[config.mk]
export PLATFORM = sky130hd
export DESIGN_NAME = charger_config_register_bank
export DESIGN_NICKNAME = d
export VERILOG_FILES = /design/src/logic/charger_cfg_pkg.sv /design/src/logic/charger_config_register_bank.sv
export SDC_FILE = /design/constraint.sdc
export NUM_CORES = 1
export LEC_CHECK = 0
export BUFFER_PORTS_ARGS = -buffer_cell sky130_fd_sc_hd__buf_4
export CAP_MARGIN = 20
export CORE_AREA = 10 10 141 143
export CTS_BUF_LIST = sky130_fd_sc_hd__clkbuf_8
export CTS_CLUSTER_DIAMETER = 30
export DETAILED_ROUTE_END_ITERATION = 12
export DIE_AREA = 0 0 151 153
export GPL_TIMING_DRIVEN = 0
export MAX_ROUTING_LAYER = met4
export PLACE_DENSITY = 0.53
export SYNTH_ARGS = -nofsm -noshare
export SYNTH_HDL_FRONTEND = slang
export SYNTH_SLANG_ARGS = --single-unit
[constraint.sdc]
create_clock -name ref_clk -period 5.7 [get_ports ref_clk]
set_clock_uncertainty 0.15 [all_clocks]
set_input_delay 1.14 -clock ref_clk [delete_from_list [all_inputs] [get_ports ref_clk]]
set_output_delay 1.14 -clock ref_clk [all_outputs]
set_load 0.1 [all_outputs]
[src/logic/charger_cfg_pkg.sv]
// Package for the charger configuration register bank: offsets, masks,
// reset values, field positions, timer figures and the decoded carrier.
// Assumes one 125 MHz system clock and byte-wide register access.
package charger_cfg_pkg;

    // Register offsets
    localparam logic [7:0] OFS_PRECHG_TERM = 8'h03;
    localparam logic [7:0] OFS_CHG_VOLT    = 8'h04;
    localparam logic [7:0] OFS_TERM_TIMER  = 8'h05;
    localparam logic [7:0] OFS_BOOST_THERM = 8'h06;

    // Reset values
    localparam logic [7:0] RST_PRECHG_TERM = 8'h11;
    localparam logic [7:0] RST_CHG_VOLT    = 8'hB2;
    localparam logic [7:0] RST_TERM_TIMER  = 8'h9A;
    localparam logic [7:0] RST_BOOST_THERM = 8'h93;

    // Writable bits; reserved bits of the timer register stay zero
    localparam logic [7:0] WMASK_TERM_TIMER = 8'hBE;
    localparam logic [7:0] READ_UNMAPPED    = 8'h00;

    // Field positions
    localparam int PRECHG_LSB   = 4;
    localparam int END_CUR_LSB  = 0;
    localparam int VOLT_LSB     = 2;
    localparam int EXIT_SEL_BIT = 1;
    localparam int RECHG_BIT    = 0;
    localparam int EN_TERM_BIT  = 7;
    localparam int KEEP_LSB     = 4;
    localparam int EN_TIMER_BIT = 3;
    localparam int CHG_TMO_LSB  = 1;
    localparam int BOOST_LSB    = 4;
    localparam int HOT_SEL_LSB  = 2;
    localparam int TEMP_REG_LSB = 0;

    // Field codes
    localparam logic [1:0] KEEP_OFF     = 2'h0;
    localparam logic [1:0] KEEP_40S     = 2'h1;
    localparam logic [1:0] KEEP_80S     = 2'h2;
    localparam logic [1:0] HOT_AT_33    = 2'h0;
    localparam logic [1:0] HOT_AT_36    = 2'h1;
    localparam logic [1:0] HOT_AT_30    = 2'h2;
    localparam logic [1:0] HOT_OFF      = 2'h3;
    localparam logic [1:0] CHG_TMO_5H   = 2'h0;
    localparam logic [1:0] CHG_TMO_8H   = 2'h1;
    localparam logic [1:0] CHG_TMO_12H  = 2'h2;
    localparam logic [1:0] FAULT_TIMER  = 2'h3;
    localparam logic [1:0] FAULT_NORMAL = 2'h0;

    // Timing: clock rate, time base and timer lengths
    localparam int CLK_HZ          = 125_000_000;
    localparam int TICK_MS         = 1;
    localparam int TICK_CYCLES     = CLK_HZ / 1000 * TICK_MS;
    localparam int MS_PER_SEC      = 1000;
    localparam int KEEP_40S_SEC    = 40;
    localparam int KEEP_80S_SEC    = 80;
    localparam int KEEP_160S_SEC   = 160;
    localparam int SEC_PER_HOUR    = 3600;
    localparam int CHG_5H          = 5;
    localparam int CHG_8H          = 8;
    localparam int CHG_12H         = 12;
    localparam int CHG_20H         = 20;

    // Decoded settings handed to the analog control loops
    typedef struct packed {
        logic [3:0] precharge_current_code;
        logic [3:0] end_current_code;
        logic [5:0] charge_voltage_code;
        logic       precharge_exit_threshold_sel;
        logic       recharge_offset_sel;
        logic       termination_en;
        logic [1:0] keepalive_period_sel;
        logic       safety_timer_en;
        logic [1:0] fast_charge_timeout_sel;
        logic [3:0] boost_voltage_code;
        logic [1:0] boost_hot_sel;
        logic [1:0] thermal_regulation_threshold;
    } charge_cfg_s;

endpackage

[src/logic/charger_config_register_bank.sv]
// Charger configuration register bank with keep-alive and safety timers.
// Assumes the serial bus engine outside presents completed byte writes and
// reads as one-cycle strobes, synchronous to ref_clk.
// What this block does
// RULE1 - Pre-charge current code bits 7:4, reset 0001
// RULE2 - Termination current code bits 3:0, reset 0001
// RULE3 - Charge voltage code bits 7:2, reset 4.208V
// RULE4 - Bit 1 picks precharge exit 2.8/3.0V
// RULE5 - Bit 0 picks recharge offset 100/300mV
// RULE6 - Termination enable bit 7, reset enabled
// RULE7 - Keep-alive period off/40/80/160 s, reset 40s
// RULE8 - Safety timer enable and 5/8/12/20h timeout
// RULE9 - Boost voltage code bits 7:4, reset 1001
// RULE10 - Boost hot threshold 33/36/30 percent or off
// RULE11 - Threshold off still flags thermistor at 33 percent
// RULE12 - Thermal regulation 60/80/100/120 C, reset 120C
// RULE13 - Host spaces keep-alive restarts by 20 us
// RULE14 - Keep-alive expiry sets a latched fault flag
// RULE15 - Safety timer expiry reports charge fault 11
// RULE16 - Reserved bits ignore writes, read fixed value
// RULE17 - Decoded fields presented continuously to control
module charger_config_register_bank #(
    parameter int TICK_CYCLES = charger_cfg_pkg::TICK_CYCLES
) (
    // Clock and reset
    input  wire logic                        ref_clk,
    input  wire logic                        srst,
    // Register access from the serial bus engine
    input  wire logic                        wr_en,
    input  wire logic                        rd_en,
    input  wire logic [7:0]                  addr,
    input  wire logic [7:0]                  wr_data,
    output logic      [7:0]                  rd_data,
    output logic                             rd_valid,
    // Charger status and fault handshake
    input  wire logic                        keepalive_kick,
    input  wire logic                        fast_charging,
    input  wire logic                        boost_mode,
    input  wire logic                        fault_clear,
    // Thermistor comparators: high when below 33/36/30 percent of rail
    input  wire logic                        ts_below_33,
    input  wire logic                        ts_below_36,
    input  wire logic                        ts_below_30,
    // Decoded settings and faults
    output charger_cfg_pkg::charge_cfg_s     cfg,
    output logic                             keepalive_expired,
    output logic      [1:0]                  charge_fault_code,
    output logic                             thermistor_fault,
    output logic                             boost_hot_shutdown
);

    logic [7:0]  prechg_term_reg;
    logic [7:0]  chg_volt_reg;
    logic [7:0]  term_timer_reg;
    logic [7:0]  boost_therm_reg;
    logic [16:0] tick_cnt_reg;
    logic [9:0]  ms_cnt_reg;
    logic        ms_tick;
    logic        sec_tick;
    logic [7:0]  keep_sec_reg;
    logic [7:0]  keep_limit;
    logic [16:0] chg_sec_reg;
    logic [16:0] chg_limit;
    logic        keep_restart;
    logic        keep_fire;
    logic        chg_fire;
    logic        hot_sel;

    // Register writes; the timer register drops writes to reserved bits
    always_ff @(posedge ref_clk)
    begin
        if (srst)
        begin
            prechg_term_reg <= charger_cfg_pkg::RST_PRECHG_TERM;  // [RULE1] [RULE2]
            chg_volt_reg    <= charger_cfg_pkg::RST_CHG_VOLT;     // [RULE3] [RULE4] [RULE5]
            term_timer_reg  <= charger_cfg_pkg::RST_TERM_TIMER;   // [RULE6] [RULE7] [RULE8]
            boost_therm_reg <= charger_cfg_pkg::RST_BOOST_THERM;  // [RULE9] [RULE10] [RULE12]
        end
        else if (wr_en)
        begin
            case (addr)
                charger_cfg_pkg::OFS_PRECHG_TERM: prechg_term_reg <= wr_data;
                charger_cfg_pkg::OFS_CHG_VOLT:    chg_volt_reg    <= wr_data;
                charger_cfg_pkg::OFS_TERM_TIMER:
                    term_timer_reg <= wr_data & charger_cfg_pkg::WMASK_TERM_TIMER;  // [RULE16]
                charger_cfg_pkg::OFS_BOOST_THERM: boost_therm_reg <= wr_data;
                default: ;
            endcase
        end
    end

    // Read port: data registered, valid one cycle after the strobe
    always_ff @(posedge ref_clk)
    begin
        if (srst)
        begin
            rd_data  <= charger_cfg_pkg::READ_UNMAPPED;
            rd_valid <= 1'b0;
        end
        else
        begin
            rd_valid <= rd_en;
            if (rd_en)
            begin
                case (addr)
                    charger_cfg_pkg::OFS_PRECHG_TERM: rd_data <= prechg_term_reg;
                    charger_cfg_pkg::OFS_CHG_VOLT:    rd_data <= chg_volt_reg;
                    charger_cfg_pkg::OFS_TERM_TIMER:  rd_data <= term_timer_reg;  // [RULE16]
                    charger_cfg_pkg::OFS_BOOST_THERM: rd_data <= boost_therm_reg;
                    default:                          rd_data <= charger_cfg_pkg::READ_UNMAPPED;
                endcase
            end
        end
    end

    // Decoded fields straight from the registers, live the cycle after a write
    always_comb
    begin
        cfg.precharge_current_code       = prechg_term_reg[charger_cfg_pkg::PRECHG_LSB +: 4];  // [RULE1]
        cfg.end_current_code             = prechg_term_reg[charger_cfg_pkg::END_CUR_LSB +: 4]; // [RULE2]
        cfg.charge_voltage_code          = chg_volt_reg[charger_cfg_pkg::VOLT_LSB +: 6];       // [RULE3]
        cfg.precharge_exit_threshold_sel = chg_volt_reg[charger_cfg_pkg::EXIT_SEL_BIT];        // [RULE4]
        cfg.recharge_offset_sel          = chg_volt_reg[charger_cfg_pkg::RECHG_BIT];           // [RULE5]
        cfg.termination_en               = term_timer_reg[charger_cfg_pkg::EN_TERM_BIT];       // [RULE6]
        cfg.keepalive_period_sel         = term_timer_reg[charger_cfg_pkg::KEEP_LSB +: 2];     // [RULE7]
        cfg.safety_timer_en              = term_timer_reg[charger_cfg_pkg::EN_TIMER_BIT];      // [RULE8]
        cfg.fast_charge_timeout_sel      = term_timer_reg[charger_cfg_pkg::CHG_TMO_LSB +: 2];  // [RULE8]
        cfg.boost_voltage_code           = boost_therm_reg[charger_cfg_pkg::BOOST_LSB +: 4];   // [RULE9]
        cfg.boost_hot_sel                = boost_therm_reg[charger_cfg_pkg::HOT_SEL_LSB +: 2]; // [RULE10]
        cfg.thermal_regulation_threshold = boost_therm_reg[charger_cfg_pkg::TEMP_REG_LSB +: 2]; // [RULE12]
    end

    // Millisecond and second time base; one counter chain serves both timers
    assign ms_tick  = (tick_cnt_reg == 17'(TICK_CYCLES - 1));
    assign sec_tick = ms_tick && (ms_cnt_reg == 10'(charger_cfg_pkg::MS_PER_SEC - 1));

    always_ff @(posedge ref_clk)
    begin
        if (srst || ms_tick)
            tick_cnt_reg <= '0;
        else
            tick_cnt_reg <= tick_cnt_reg + 17'h00001;
    end

    always_ff @(posedge ref_clk)
    begin
        if (srst || sec_tick)
            ms_cnt_reg <= '0;
        else if (ms_tick)
            ms_cnt_reg <= ms_cnt_reg + 10'h001;
    end

    // Keep-alive limit in seconds
    always_comb
    begin
        case (cfg.keepalive_period_sel)
            charger_cfg_pkg::KEEP_40S: keep_limit = 8'(charger_cfg_pkg::KEEP_40S_SEC);  // [RULE7]
            charger_cfg_pkg::KEEP_80S: keep_limit = 8'(charger_cfg_pkg::KEEP_80S_SEC);
            default:                   keep_limit = 8'(charger_cfg_pkg::KEEP_160S_SEC);
        endcase
    end

    // Kick restarts the count; the host keeps kicks 20 us apart, so none merge
    assign keep_restart = keepalive_kick
                       || (cfg.keepalive_period_sel == charger_cfg_pkg::KEEP_OFF);  // [RULE13]
    // Compare is >= so a period shortened mid-count fires at the next second tick instead of wrapping
    assign keep_fire    = sec_tick && !keep_restart && (keep_sec_reg >= keep_limit - 8'h01);

    always_ff @(posedge ref_clk)
    begin
        if (srst || keep_restart || keep_fire)
            keep_sec_reg <= '0;
        else if (sec_tick)
            keep_sec_reg <= keep_sec_reg + 8'h01;
    end

    // Latched keep-alive fault; a new expiry wins over a clear in the same cycle
    always_ff @(posedge ref_clk)
    begin
        if (srst)
            keepalive_expired <= 1'b0;
        else if (keep_fire)
            keepalive_expired <= 1'b1;  // [RULE14]
        else if (fault_clear)
            keepalive_expired <= 1'b0;
    end

    // Fast-charge timeout in seconds
    always_comb
    begin
        case (cfg.fast_charge_timeout_sel)
            charger_cfg_pkg::CHG_TMO_5H:
                chg_limit = 17'(charger_cfg_pkg::CHG_5H * charger_cfg_pkg::SEC_PER_HOUR);
            charger_cfg_pkg::CHG_TMO_8H:
                chg_limit = 17'(charger_cfg_pkg::CHG_8H * charger_cfg_pkg::SEC_PER_HOUR);
            charger_cfg_pkg::CHG_TMO_12H:
                chg_limit = 17'(charger_cfg_pkg::CHG_12H * charger_cfg_pkg::SEC_PER_HOUR);
            default:
                chg_limit = 17'(charger_cfg_pkg::CHG_20H * charger_cfg_pkg::SEC_PER_HOUR);
        endcase
    end

    // Safety timer runs only in fast charge with the timer enabled
    assign chg_fire = sec_tick && fast_charging && cfg.safety_timer_en
                   && (chg_sec_reg >= chg_limit - 17'h00001);

    always_ff @(posedge ref_clk)
    begin
        if (srst || !fast_charging || !cfg.safety_timer_en || chg_fire)
            chg_sec_reg <= '0;
        else if (sec_tick)
            chg_sec_reg <= chg_sec_reg + 17'h00001;
    end

    // Charge fault code latched until cleared; expiry wins over clear
    always_ff @(posedge ref_clk)
    begin
        if (srst)
            charge_fault_code <= charger_cfg_pkg::FAULT_NORMAL;
        else if (chg_fire)
            charge_fault_code <= charger_cfg_pkg::FAULT_TIMER;  // [RULE15]
        else if (fault_clear)
            charge_fault_code <= charger_cfg_pkg::FAULT_NORMAL;
    end

    // Boost hot comparator selection; code 11 keeps the 33 percent flag only
    always_comb
    begin
        case (cfg.boost_hot_sel)
            charger_cfg_pkg::HOT_AT_36: hot_sel = ts_below_36;   // [RULE10]
            charger_cfg_pkg::HOT_AT_30: hot_sel = ts_below_30;
            default:                    hot_sel = ts_below_33;   // [RULE11]
        endcase
    end

    // Registered so the analog side sees glitch-free levels
    always_ff @(posedge ref_clk)
    begin
        if (srst)
        begin
            thermistor_fault   <= 1'b0;
            boost_hot_shutdown <= 1'b0;
        end
        else
        begin
            thermistor_fault   <= boost_mode && hot_sel;  // [RULE11]
            boost_hot_shutdown <= boost_mode && hot_sel
                && (cfg.boost_hot_sel != charger_cfg_pkg::HOT_OFF);  // [RULE10] [RULE17]
        end
    end

endmodule

Word-level counts from Yosys, hierarchy flattened:

Cells that the tools add are included.

* add/sub/neg operators: 6
* equal/unequal tests: 13
* mux-type cells: 8
* $lt $le $gt $ge: 2
* reductions and logical operators: 27

Operators by type and width (number)
* case mux 17 bit (3 select lines): 1
* adder 17 x 1 -> 17 bit (second input constant): 2
* case mux 8 bit (4 select lines): 1
* == test 8 x 3 -> 1 bit (second input constant): 3
* == test 17 bit (second input constant): 1
* greater-or-equal comparator 17 bit: 1
* subtractor 17 x 1 -> 17 bit (second input constant): 1
* case mux 8 bit (2 select lines): 1
* adder 10 x 1 -> 10 bit (second input constant): 1
* == test 10 bit (second input constant): 1
* adder 8 x 1 -> 8 bit (second input constant): 1
* == test 8 x 2 -> 1 bit (second input constant): 1
* greater-or-equal comparator 8 bit: 1
* logical AND 1 bit: 8
* logical OR 1 bit: 8
* AND reduction 2 bit: 4
* subtractor 8 x 1 -> 8 bit (second input constant): 1
* == test 2 x 1 -> 1 bit (second input constant): 3
* == test 2 bit (second input constant): 3
* zero test 2 bit: 2
* 2-to-1 mux 2 bit: 2
* nonzero test 2 bit: 2
* zero test 1 bit: 3
* 2-to-1 mux 1 bit: 2
* 2 further kinds: 2

* word-level logic and storage cells: 70
* output and inout port bits: 44
* register bits after elaboration: 96
* input bits: 27

Logic depth before layout (Yosys ltp):

Gate-level depths: netlist (run 1).

* depth in word-level cells: 6
* depth in mapped cells: 10
* gate-level depth less buffers: 9

Least setup slack after synthesis (run 1):

Ideal clock, no wire load.

* path type: register -> register
* start point: register term_timer_reg[2]
* end point: register chg_sec_reg[10]
* clock period less this slack: 3334 ps
* arrival: 3110 ps
* cell stages (with the launch flop): 11
* setup slack: 2366 ps
* data required time: 5476 ps
* library setup time: 74 ps
* buffers on the path: 1
* path through: dfxtp_1 > inv_1 > ha_1 > inv_1 > ha_1 > nand2_1 > nor2_1 > a2111oi_0 > a311oi_4 > buf_8 > nor3_2

* cells in the longest elaborated chain, start to end: 6
* elaborated cells between the ends (all ways): 8
* those cells by class: 1 x add/sub; 1 x order compare; 2 x eq/ne; 1 x mux; 3 x reduce/logical

RTL lines
* start, declared: line charger_config_register_bank.sv:54 `logic [7:0] term_timer_reg;`
* start signal, assigned: line charger_config_register_bank.sv:76 `term_timer_reg <= charger_cfg_pkg::RST_TERM_TIMER;`
* start signal, assigned: line charger_config_register_bank.sv:85 `term_timer_reg <= wr_data & charger_cfg_pkg::WMASK_TERM_TIMER;`
* == test 2 bit, or another cell as far along: line charger_config_register_bank.sv:191 `case (cfg.fast_charge_timeout_sel)`
* case mux 17 bit (3 select lines) *: line charger_config_register_bank.sv:191
* subtractor 17 x 1 -> 17 bit *: line charger_config_register_bank.sv:205 `&& (chg_sec_reg >= chg_limit - 17'h00001);`
* greater-or-equal comparator 17 bit *: line charger_config_register_bank.sv:205
* logical AND 1 bit *: line charger_config_register_bank.sv:205
* logical OR 1 bit *: line charger_config_register_bank.sv:209 `if (srst || !fast_charging || !cfg.safety_timer_en || chg_fire)`
* end signal, assigned: line charger_config_register_bank.sv:212 `chg_sec_reg <= chg_sec_reg + 17'h00001;`
* end, declared: line charger_config_register_bank.sv:62 `logic [16:0] chg_sec_reg;`

Every way passes the cells marked *; elsewhere a longest branch is shown, timed or not.
A chain may end at the register's enable or synchronous reset.

Final worst setup path (run 1):

* start point: register term_timer_reg[2]
* end point: register chg_sec_reg[7]

The elaborated chain is that of the path after synthesis.

==> flow_summary.toml, run 1 <==
[run_status]
outcome = "completed"

[route]
drt_iter0_drc = 385
drtAntennaViolNets = 0
first_pass_iters = 4
vias = 4362
vias_per_cell = 5.03
wl_um = 14200
drcViolationCount = 0
routedWlPerCell_um = 16.3

[setup_path]
path_common_cell = "ha_1"
cp-start-kind = "register"
critical_path_required_ns = 5.79
crit_fanout = 10
regToRegSetupSlack_ns = 2.63
ff2ff_path_depth = 9
worstPathArrival_ns = 3.15
path_class = "register to register"
crit_buf_inv = 2
r2r-end = "chg_sec_reg[7]"
slowest_delay_ns = 0.57
startpoint = "term_timer_reg[2]"
crit_chain = "inv_1 -> ha_1 -> ha_1 -> nand4_1 -> nor4_1 -> nor3_1 -> a311oi_4 -> buf_8 -> nor3_2"
end_kind = "register"
slowest_stage = "dfxtp_1"
reg2reg_from = "term_timer_reg[2]"
critPathTopFamily = "simple AND/OR/NAND/NOR gates"

[layout]
final_cells = 868
nNetsFinal = 701
n_antenna_cell = 0
syn2layout_area_growth_pct = 19.4
fillers = 1779
layout-drive-gt1-share_pct = 18.7

[global_routing]
grt.overflow.total = 0
grt_first_pass_wirelength_um = 23200
grtUsageTotal_pct = 12.7
first_global_vias = 4338
antenna_found_initial = 1
grt_max_degree = 15

[cts]
cts_resized = 0
clock_latency_ns = 0.38
cts.sinks = 95
cts_setup_buffers = 0
cts_tree = "yes"
numCtsBuffers = 9
cts-root-buf = "clkbuf_8"
clk_pin_slew_worst_paths_ns = 0.10
htreeDepth = 3
cts_hold_buf = 0
ctsLongestPathBuffers = 2

[yosys]
yosysWarningCount = 0
netlist_top_cells_area = "dfxtp_1 38%, ha_1 8.9%, xnor2_1 5.6%, nor2_1 3.5%, nand2_1 3.3%"
yosysTopAreaCellShare_pct = 37.7
synthCells = 559
yosys.area.top_type = "dfxtp_1"
syn_area_um2 = 5040
synth-seq-cells = 95
synth_edf_count = 0
yosysSeqAreaShare_pct = 37.7
synthFlopType = "dfxtp_1"
avgSynthCellArea_um2 = 9.02
async_flop_share_pct = 0
syn-num-nets = 622
yosysUniqueCellTypes = 62

[power_and_ir_drop]
power.leakage_uw = 0.00228
ir_drop_v = 0.0000892
powerDensity_nw_per_um2 = 194

[hold_path]
hold_class = "register to register"
hold-path-endpoint = "tick_cnt_reg[0]"
min_path_cells = 1
min_from = "tick_cnt_reg[0]"

[floorplan]
dieArea_um2 = 23100
rows = 48
core_um2 = 17100
die-height_um = 153
floorplan.initialDensity_pct = 29.6
die_w_um = 151
ioPinCount = 71

[sta]
finalHoldViolCount = 0
setup_violations = 0
fin_crit_sh_pct = 53.8
fmax_ghz = 0.326
drv_slew = 0
setup_tns_ns = 0
final.min_clock_period_ns = 3.07
worst_pin_slew_ns = 0.877
max_slew_margin_pct = 40.0
rsz0062_at_grt = "false"

[placed_design]
port_buffers = 68
placed_cells = 852
gp_congestion = 0.873
hpwl_um = 10800

[run]
maxCapViolCount = 0
## synthesized netlist by cell type, drive strengths merged (11+ instances only)
cell    instances
buf            13
clkbuf         15
xor2           12
nor2           48
dfxtp          95
nand3          30
and3           11
nand4          18
xnor2          32
ha             36
nor3           39
a21oi          20
inv            23
nor4           12
nand2          44
## placed cells by master (no fill, tap or decap), types with 5 or more instances in the layout
cell,n
xnor2_1,32
nor2_1,47
clkbuf_1,14
o32ai_1,6
nand3_1,27
nor3_1,27
a21boi_0,6
o21ai_0,6
and2_1,10
inv_1,25
nand3b_1,10
a21oi_1,20
nor4_1,11
and3_1,10
a222oi_1,8
mux2i_1,10
buf_4,73
dfxtp_1,95
and4_1,5
nand4_1,18
nor3_2,11
clkbuf_8,12
xor2_1,12
nand2_1,44
ha_1,36
## logic make-up (layout without fill, tap and decap cells)
logic type | count (synthesis) | count (layout) | synth area share, %
compound gates | 68 | 68 | 10.0
xor+xnor | 44 | 44 | 7.64
fa+ha+maj | 36 | 36 | 8.93
buf+inv | 51 | 135 | 4.51
flops | 95 | 95 | 37.7
mux | 10 | 10 | 1.98
simple gates | 255 | 255 | 29.2
## worst register-to-register path: cells and delay by family (launching register included)
kind | cells | cell delay [ns]
AOI/OAI and AO/OA | 1 | 0.52
adders and majority gates | 2 | 0.56
buffers and inverters | 2 | 0.42
DFF | 1 | 0.57
and+or+nand+nor | 4 | 0.72
## power breakdown
group / total (uW) / switching, uW / internal [uW] / leakage (uW)
Clock: 434 / 242 / 192 / 0.000105
Combinational: 64.1 / 42.3 / 21.8 / 0.00141
Sequential: 668 / 1.87 / 666 / 0.000767
## layout make-up
| cell class | instances | area (um^2) | area share [%] |
|---|---|---|---|
| multi-input cells | 413 | 2910 | 48.4 |
| flip-flops and latches | 95 | 1900 | 31.6 |
| repair buffers | 68 | 510 | 8.48 |
| well taps | 225 | 282 | 4.67 |
| clock buffers | 12 | 165 | 2.74 |
| plain buffers | 28 | 141 | 2.35 |
| inverters | 23 | 86.3 | 1.43 |
| clock inverters | 4 | 21.3 | 0.353 |
## stage by stage
stage	instance area (um^2)	util, %	hold WS (ns)	total power [uW]	worst slack (ns)
6_report	6020	35.3	0.292	1170	2.63
5_1_grt	6020	35.3	0.322	1210	2.37
4_1_cts	6020	35.3	0.298	1180	2.63
3_5_place_dp	5840	34.2	0.285	748	2.25
3_3_place_gp	5840	34.2	0.274	746	2.31
2_1_floorplan	5040	-	0.263	716	2.37
## worst max-delay path by stage
stage / to / slack, ns / cells past startpoint
floorplan: chg_sec_reg[10] / 2.37 / 10
global placement: chg_volt_reg[6] / 2.31 / 8
detailed placement: chg_volt_reg[0] / 2.25 / 8
CTS: chg_sec_reg[7] / 2.63 / 9
global route: chg_sec_reg[13] / 2.37 / 10
finish: chg_sec_reg[7] / 2.63 / 9
## metal layers
metal  track usage [%]  vias up  part of all wire, %
li1                  -     2169                    -
met1              16.4     2102                   47
met2              19.3       73                   47
met3              2.07       18                  3.9
met4              5.04        0                  1.9
met5                 -        -                    0
No activity file was read; power rests on OpenSTA's default activity.
==> run 2: changes to the inputs <==
--- a/config.mk
+++ b/config.mk
@@ -14,7 +14,7 @@
 export DIE_AREA = 0 0 151 153
 export GPL_TIMING_DRIVEN = 0
 export MAX_ROUTING_LAYER = met4
-export PLACE_DENSITY = 0.53
+export PLACE_DENSITY = 0.54
 export SYNTH_ARGS = -nofsm -noshare
 export SYNTH_HDL_FRONTEND = slang
 export SYNTH_SLANG_ARGS = --single-unit
==> constraint.sdc (replaced) <==
create_clock -name ref_clk -period 2.51 [get_ports ref_clk]
set_clock_uncertainty 0.15 [all_clocks]
set_input_delay 0.502 -clock ref_clk [delete_from_list [all_inputs] [get_ports ref_clk]]
set_output_delay 0.502 -clock ref_clk [all_outputs]
set_load 0.1 [all_outputs]
==> flow_summary.toml, run 2 (synthesis results as in run 1) <==
[run_status]
outcome = "completed"

[run]
maxCapViolCount = 0

[sta]
final.setup.worst_slack_ns = 0.0622
setup_tns_ns = 0
fmax_ghz = 0.409
worst_pin_slew_ns = 0.732
rsz0062_at_grt = "true"
final.min_clock_period_ns = 2.45
fin_crit_sh_pct = 97.5
max_slew_margin_pct = 51.2
drv_slew = 0
finalHoldViolCount = 0
setup_violations = 0

[global_routing]
grtUsageTotal_pct = 12.9
grt_use_met1_pct = 15.6
grt.overflow.total = 0
met2_usage_pct = 20.5
grt.busiest_layer = "met2"
antenna_found_initial = 0
first_global_vias = 4332
gr-usage-met3_pct = 2.92
grt_first_pass_wirelength_um = 23200
grt_max_degree = 16

[placed_design]
gp_congestion = 0.847
post-place-ws_ns = -0.275
port_buffers = 68
placed_cells = 852
hpwl_um = 11100

[hold_path]
hold_class = "input pin to register"

[layout]
n_antenna_cell = 0
layout-drive-gt1-share_pct = 23.4
nNetsFinal = 714
final_cell_mix = "91 x dfxtp_1, 82 x buf_4, 44 x nor2_1, 44 x nand2_1, 32 x xnor2_1"
syn2layout_area_growth_pct = 25.7
final_cells = 880
final_common_cell = "dfxtp_1"

[cts]
cts-root-buf = "clkbuf_8"
ctsLongestPathBuffers = 2
clock_latency_ns = 0.39
clk_pin_slew_worst_paths_ns = 0.09
cts_hold_buf = 0
numCtsBuffers = 9
cts.sinks = 95
htreeDepth = 3
cts_tree = "yes"

[floorplan]
floorplan.initialDensity_pct = 29.6
die-height_um = 153
core_um2 = 17100
rows = 48
die_w_um = 151
ioPinCount = 71
dieArea_um2 = 23100

[power_and_ir_drop]
swShare_pct = 23.3
ir_drop_v = 0.000255
switching_power_uw = 642
p_int_uw = 2110
power.leakage_uw = 0.00239
clkPwrFrac_pct = 39.6
power_uw = 2750
combPwrFrac_pct = 5.3
p_seq_share_pct = 55.1
powerDensity_nw_per_um2 = 434

[setup_path]
slowest_delay_ns = 0.44
path_common_cell = "ha_1"
end_kind = "register"
crit_fanout = 6
cp-start-kind = "register"
crit_chain = "ha_1 -> inv_1 -> ha_1 -> nand2_1 -> nor2_4 -> a211oi_2 -> a311oi_4 -> buf_6 -> buf_8 -> nor3_2"
path_class = "register to register"
worstPathArrival_ns = 2.53
crit_buf_inv = 3
critPathTopFamily = "adder cells"
slowest_stage = "dfxtp_4"
critical_path_required_ns = 2.59

[route]
drtAntennaViolNets = 0
drcViolationCount = 0
first_pass_iters = 6
vias_per_cell = 5.03
drt_iter0_drc = 378
wl_um = 14700
vias = 4422
routedWlPerCell_um = 16.7
-- run 2: changes by cell type in the layout (fill, tap and decap cells not counted), sizes merged --
cell,change
buf,+13
clkbuf,-3
inv,+2
clkinv,-2
bufinv,+2
-- run 2: timing repair --
item,CTS,global route
pin swaps,2,5
gates cloned,1,0
buffers inserted,5,7
endpoints found under the setup margin,17,24
gates resized for setup,4,20
-- run 2: layer usage --
metal | share of wire (%) | up-vias
met3 | 6.2 | 15
met2 | 49 | 92
met5 | 0 | -
li1 | - | 2203
met1 | 44 | 2112
met4 | 1.4 | 0
-- run 2: area by class of cell --
class                      instances  area [um^2]
multi-input combinational        413         3060
clock buffer                       9          124
inverter                          23         96.3
timing repair buffer              81          639
buffer                            28          141
fill                            1769        10700
clock inverter                     6         80.1
tap                              225          282
sequential                        95         1910
-- run 2: path summary, 6_finish.rpt --
| check | from | endpoint | slack, ns | cells past startpoint |
|---|---|---|---|---|
| max | term_timer_reg[1] | chg_sec_reg[8] | 0.06 | 10 |
| min | wr_data[0] | prechg_term_reg[0] | 0.20 | 2 |
| max reg2reg | term_timer_reg[1] | chg_sec_reg[8] | 0.06 | 10 |
| min reg2reg | tick_cnt_reg[0] | tick_cnt_reg[0] | 0.30 | 1 |
-- run 2: power groups by stage --
stage | Sequential [uW] | Clock (uW) | Combinational [uW]
after CTS | 1520 | 1120 | 145
after floorplan | 1570 | 0 | 53.2
after detailed placement | 1550 | 0 | 145
after global placement | 1550 | 0 | 142
final | 1520 | 1090 | 146
after global routing | 1520 | 1170 | 157
-- run 2: through the flow --
step                      area, um^2  hold slack [ns]  util (%)
after floorplan                 5100            0.263         -
after global placement          5890            0.274      34.5
after detailed placement        5890            0.283      34.5
after CTS                       6180            0.182      36.2
after global routing            6340            0.208      37.2
final                           6340            0.198      37.2
==> run 3: changes to the inputs <==
--- a/config.mk
+++ b/config.mk
@@ -7,11 +7,11 @@
 export LEC_CHECK = 0
 export BUFFER_PORTS_ARGS = -buffer_cell sky130_fd_sc_hd__buf_4
 export CAP_MARGIN = 20
-export CORE_AREA = 10 10 141 143
-export CTS_BUF_LIST = sky130_fd_sc_hd__clkbuf_8
-export CTS_CLUSTER_DIAMETER = 30
+export CORE_AREA = 10 10 130 156
+export CTS_BUF_LIST = sky130_fd_sc_hd__clkbuf_8 sky130_fd_sc_hd__clkbuf_16
+export CTS_CLUSTER_DIAMETER = 100
 export DETAILED_ROUTE_END_ITERATION = 12
-export DIE_AREA = 0 0 151 153
+export DIE_AREA = 0 0 140 166
 export GPL_TIMING_DRIVEN = 0
 export MAX_ROUTING_LAYER = met4
 export PLACE_DENSITY = 0.54
==> flow_summary.toml, run 3 (synthesis results as in run 1) <==
[route]
drtAntennaViolNets = 0
wl_um = 14800
vias = 4495
drcViolationCount = 0
vias_per_cell = 5.10
first_pass_iters = 5
drt_iter0_drc = 363
routedWlPerCell_um = 16.8

[setup_path]
worstPathArrival_ns = 2.55
path_common_cell = "nor3_2"
critical_path_required_ns = 2.56
slowest_stage = "dfxtp_4"
crit_fanout = 6
end_kind = "register"
path_class = "register to register"
crit_buf_inv = 3
slowest_delay_ns = 0.41
critPathTopFamily = "simple AND/OR/NAND/NOR gates"
cp-start-kind = "register"
crit_chain = "ha_1 -> inv_2 -> ha_4 -> nand4_1 -> nor4_4 -> nor3_2 -> a311oi_4 -> buf_4 -> buf_16 -> nor3_2"

[run_status]
outcome = "completed"

[cts]
htreeDepth = 3
clk_pin_slew_worst_paths_ns = 0.07
cts-root-buf = "clkbuf_16"
cts_hold_buf = 0
cts.sinks = 95
clock_latency_ns = 0.34
ctsLongestPathBuffers = 2
numCtsBuffers = 9
cts_tree = "yes"

[placed_design]
placed_cells = 847
post-place-ws_ns = -0.280
gp_congestion = 0.852
hpwl_um = 11100
port_buffers = 68

[sta]
final.setup.worst_slack_ns = 0.00897
drv_slew = 0
max_slew_margin_pct = 51.6
setup_tns_ns = 0
fmax_ghz = 0.400
final.min_clock_period_ns = 2.50
rsz0062_at_grt = "true"
holdWs_ns = 0.247
setup_violations = 0
fin_crit_sh_pct = 99.6
worst_pin_slew_ns = 0.725
finalHoldViolCount = 0

[power_and_ir_drop]
swShare_pct = 23.8
powerDensity_nw_per_um2 = 455
switching_power_uw = 698
ir_drop_v = 0.000290
power.leakage_uw = 0.00243
p_int_uw = 2240
p_seq_share_pct = 51.7
clkPwrFrac_pct = 43.5
combPwrFrac_pct = 4.9

[floorplan]
core_um2 = 17200
die_w_um = 140
floorplan.initialDensity_pct = 29.3
dieArea_um2 = 23200
ioPinCount = 71
rows = 53
die-height_um = 166

[layout]
syn2layout_area_growth_pct = 27.9
final_common_cell = "dfxtp_1"
nNetsFinal = 719
finish.utilization_pct = 37.4
final_cells = 881
final_cell_mix = "91 x dfxtp_1, 87 x buf_4, 47 x nor2_1"
n_antenna_cell = 0
layout-drive-gt1-share_pct = 24.5

[global_routing]
first_global_vias = 4313
grt_max_degree = 17
grtUsageTotal_pct = 12.6
grt_first_pass_wirelength_um = 23300
antenna_found_initial = 0
grt.overflow.total = 0

[hold_path]
hold_class = "input pin to register"

[run]
maxCapViolCount = 0
-- run 3: what timing repair did --
action | 4_1_cts | 5_1_grt
buffers inserted | 9 | 9
endpoints found under the setup margin | 17 | 34
gates cloned | 1 | 0
resized for setup | 4 | 18
pin swaps | 2 | 7
-- run 3: per-layer routing --
metal	wire [um]	track usage, %
met2	7750	21.1
met4	263	4.90
met1	6240	14.7
met3	568	2.20
met5	0	-
-- run 3: through the flow --
step / power, uW / instance area [um^2]
3_5_place_dp: 1690 / 5880
5_1_grt: 3060 / 6450
2_1_floorplan: 1620 / 5100
3_3_place_gp: 1690 / 5880
6_report: 2930 / 6450
4_1_cts: 2970 / 6270
-- run 3: final timing paths --
path                     startpoint  cells past startpoint                  to  slack [ns]
setup reg to reg  term_timer_reg[1]                     10     chg_sec_reg[12]       0.009
setup / recovery  term_timer_reg[1]                     10     chg_sec_reg[12]       0.009
hold reg to reg     tick_cnt_reg[0]                      1     tick_cnt_reg[0]        0.29
hold / removal           wr_data[0]                      2  prechg_term_reg[0]        0.25
-- run 3: area by class of cell --
class	count	area (um^2)
buffer	27	138
clock buffer	9	225
clock inverter	7	47.5
fill	1747	10800
inverter	23	93.8
multi-input combinational	413	3070
sequential	95	1910
tap	220	275
timing repair buffer	87	688
-- run 3: power groups by stage --
stage          Sequential, uW  Clock, uW  Combinational [uW]
2_1_floorplan            1570          0                53.2
3_3_place_gp             1550          0                 140
3_5_place_dp             1550          0                 143
4_1_cts                  1520       1320                 143
5_1_grt                  1520       1390                 155
6_report                 1520       1280                 143
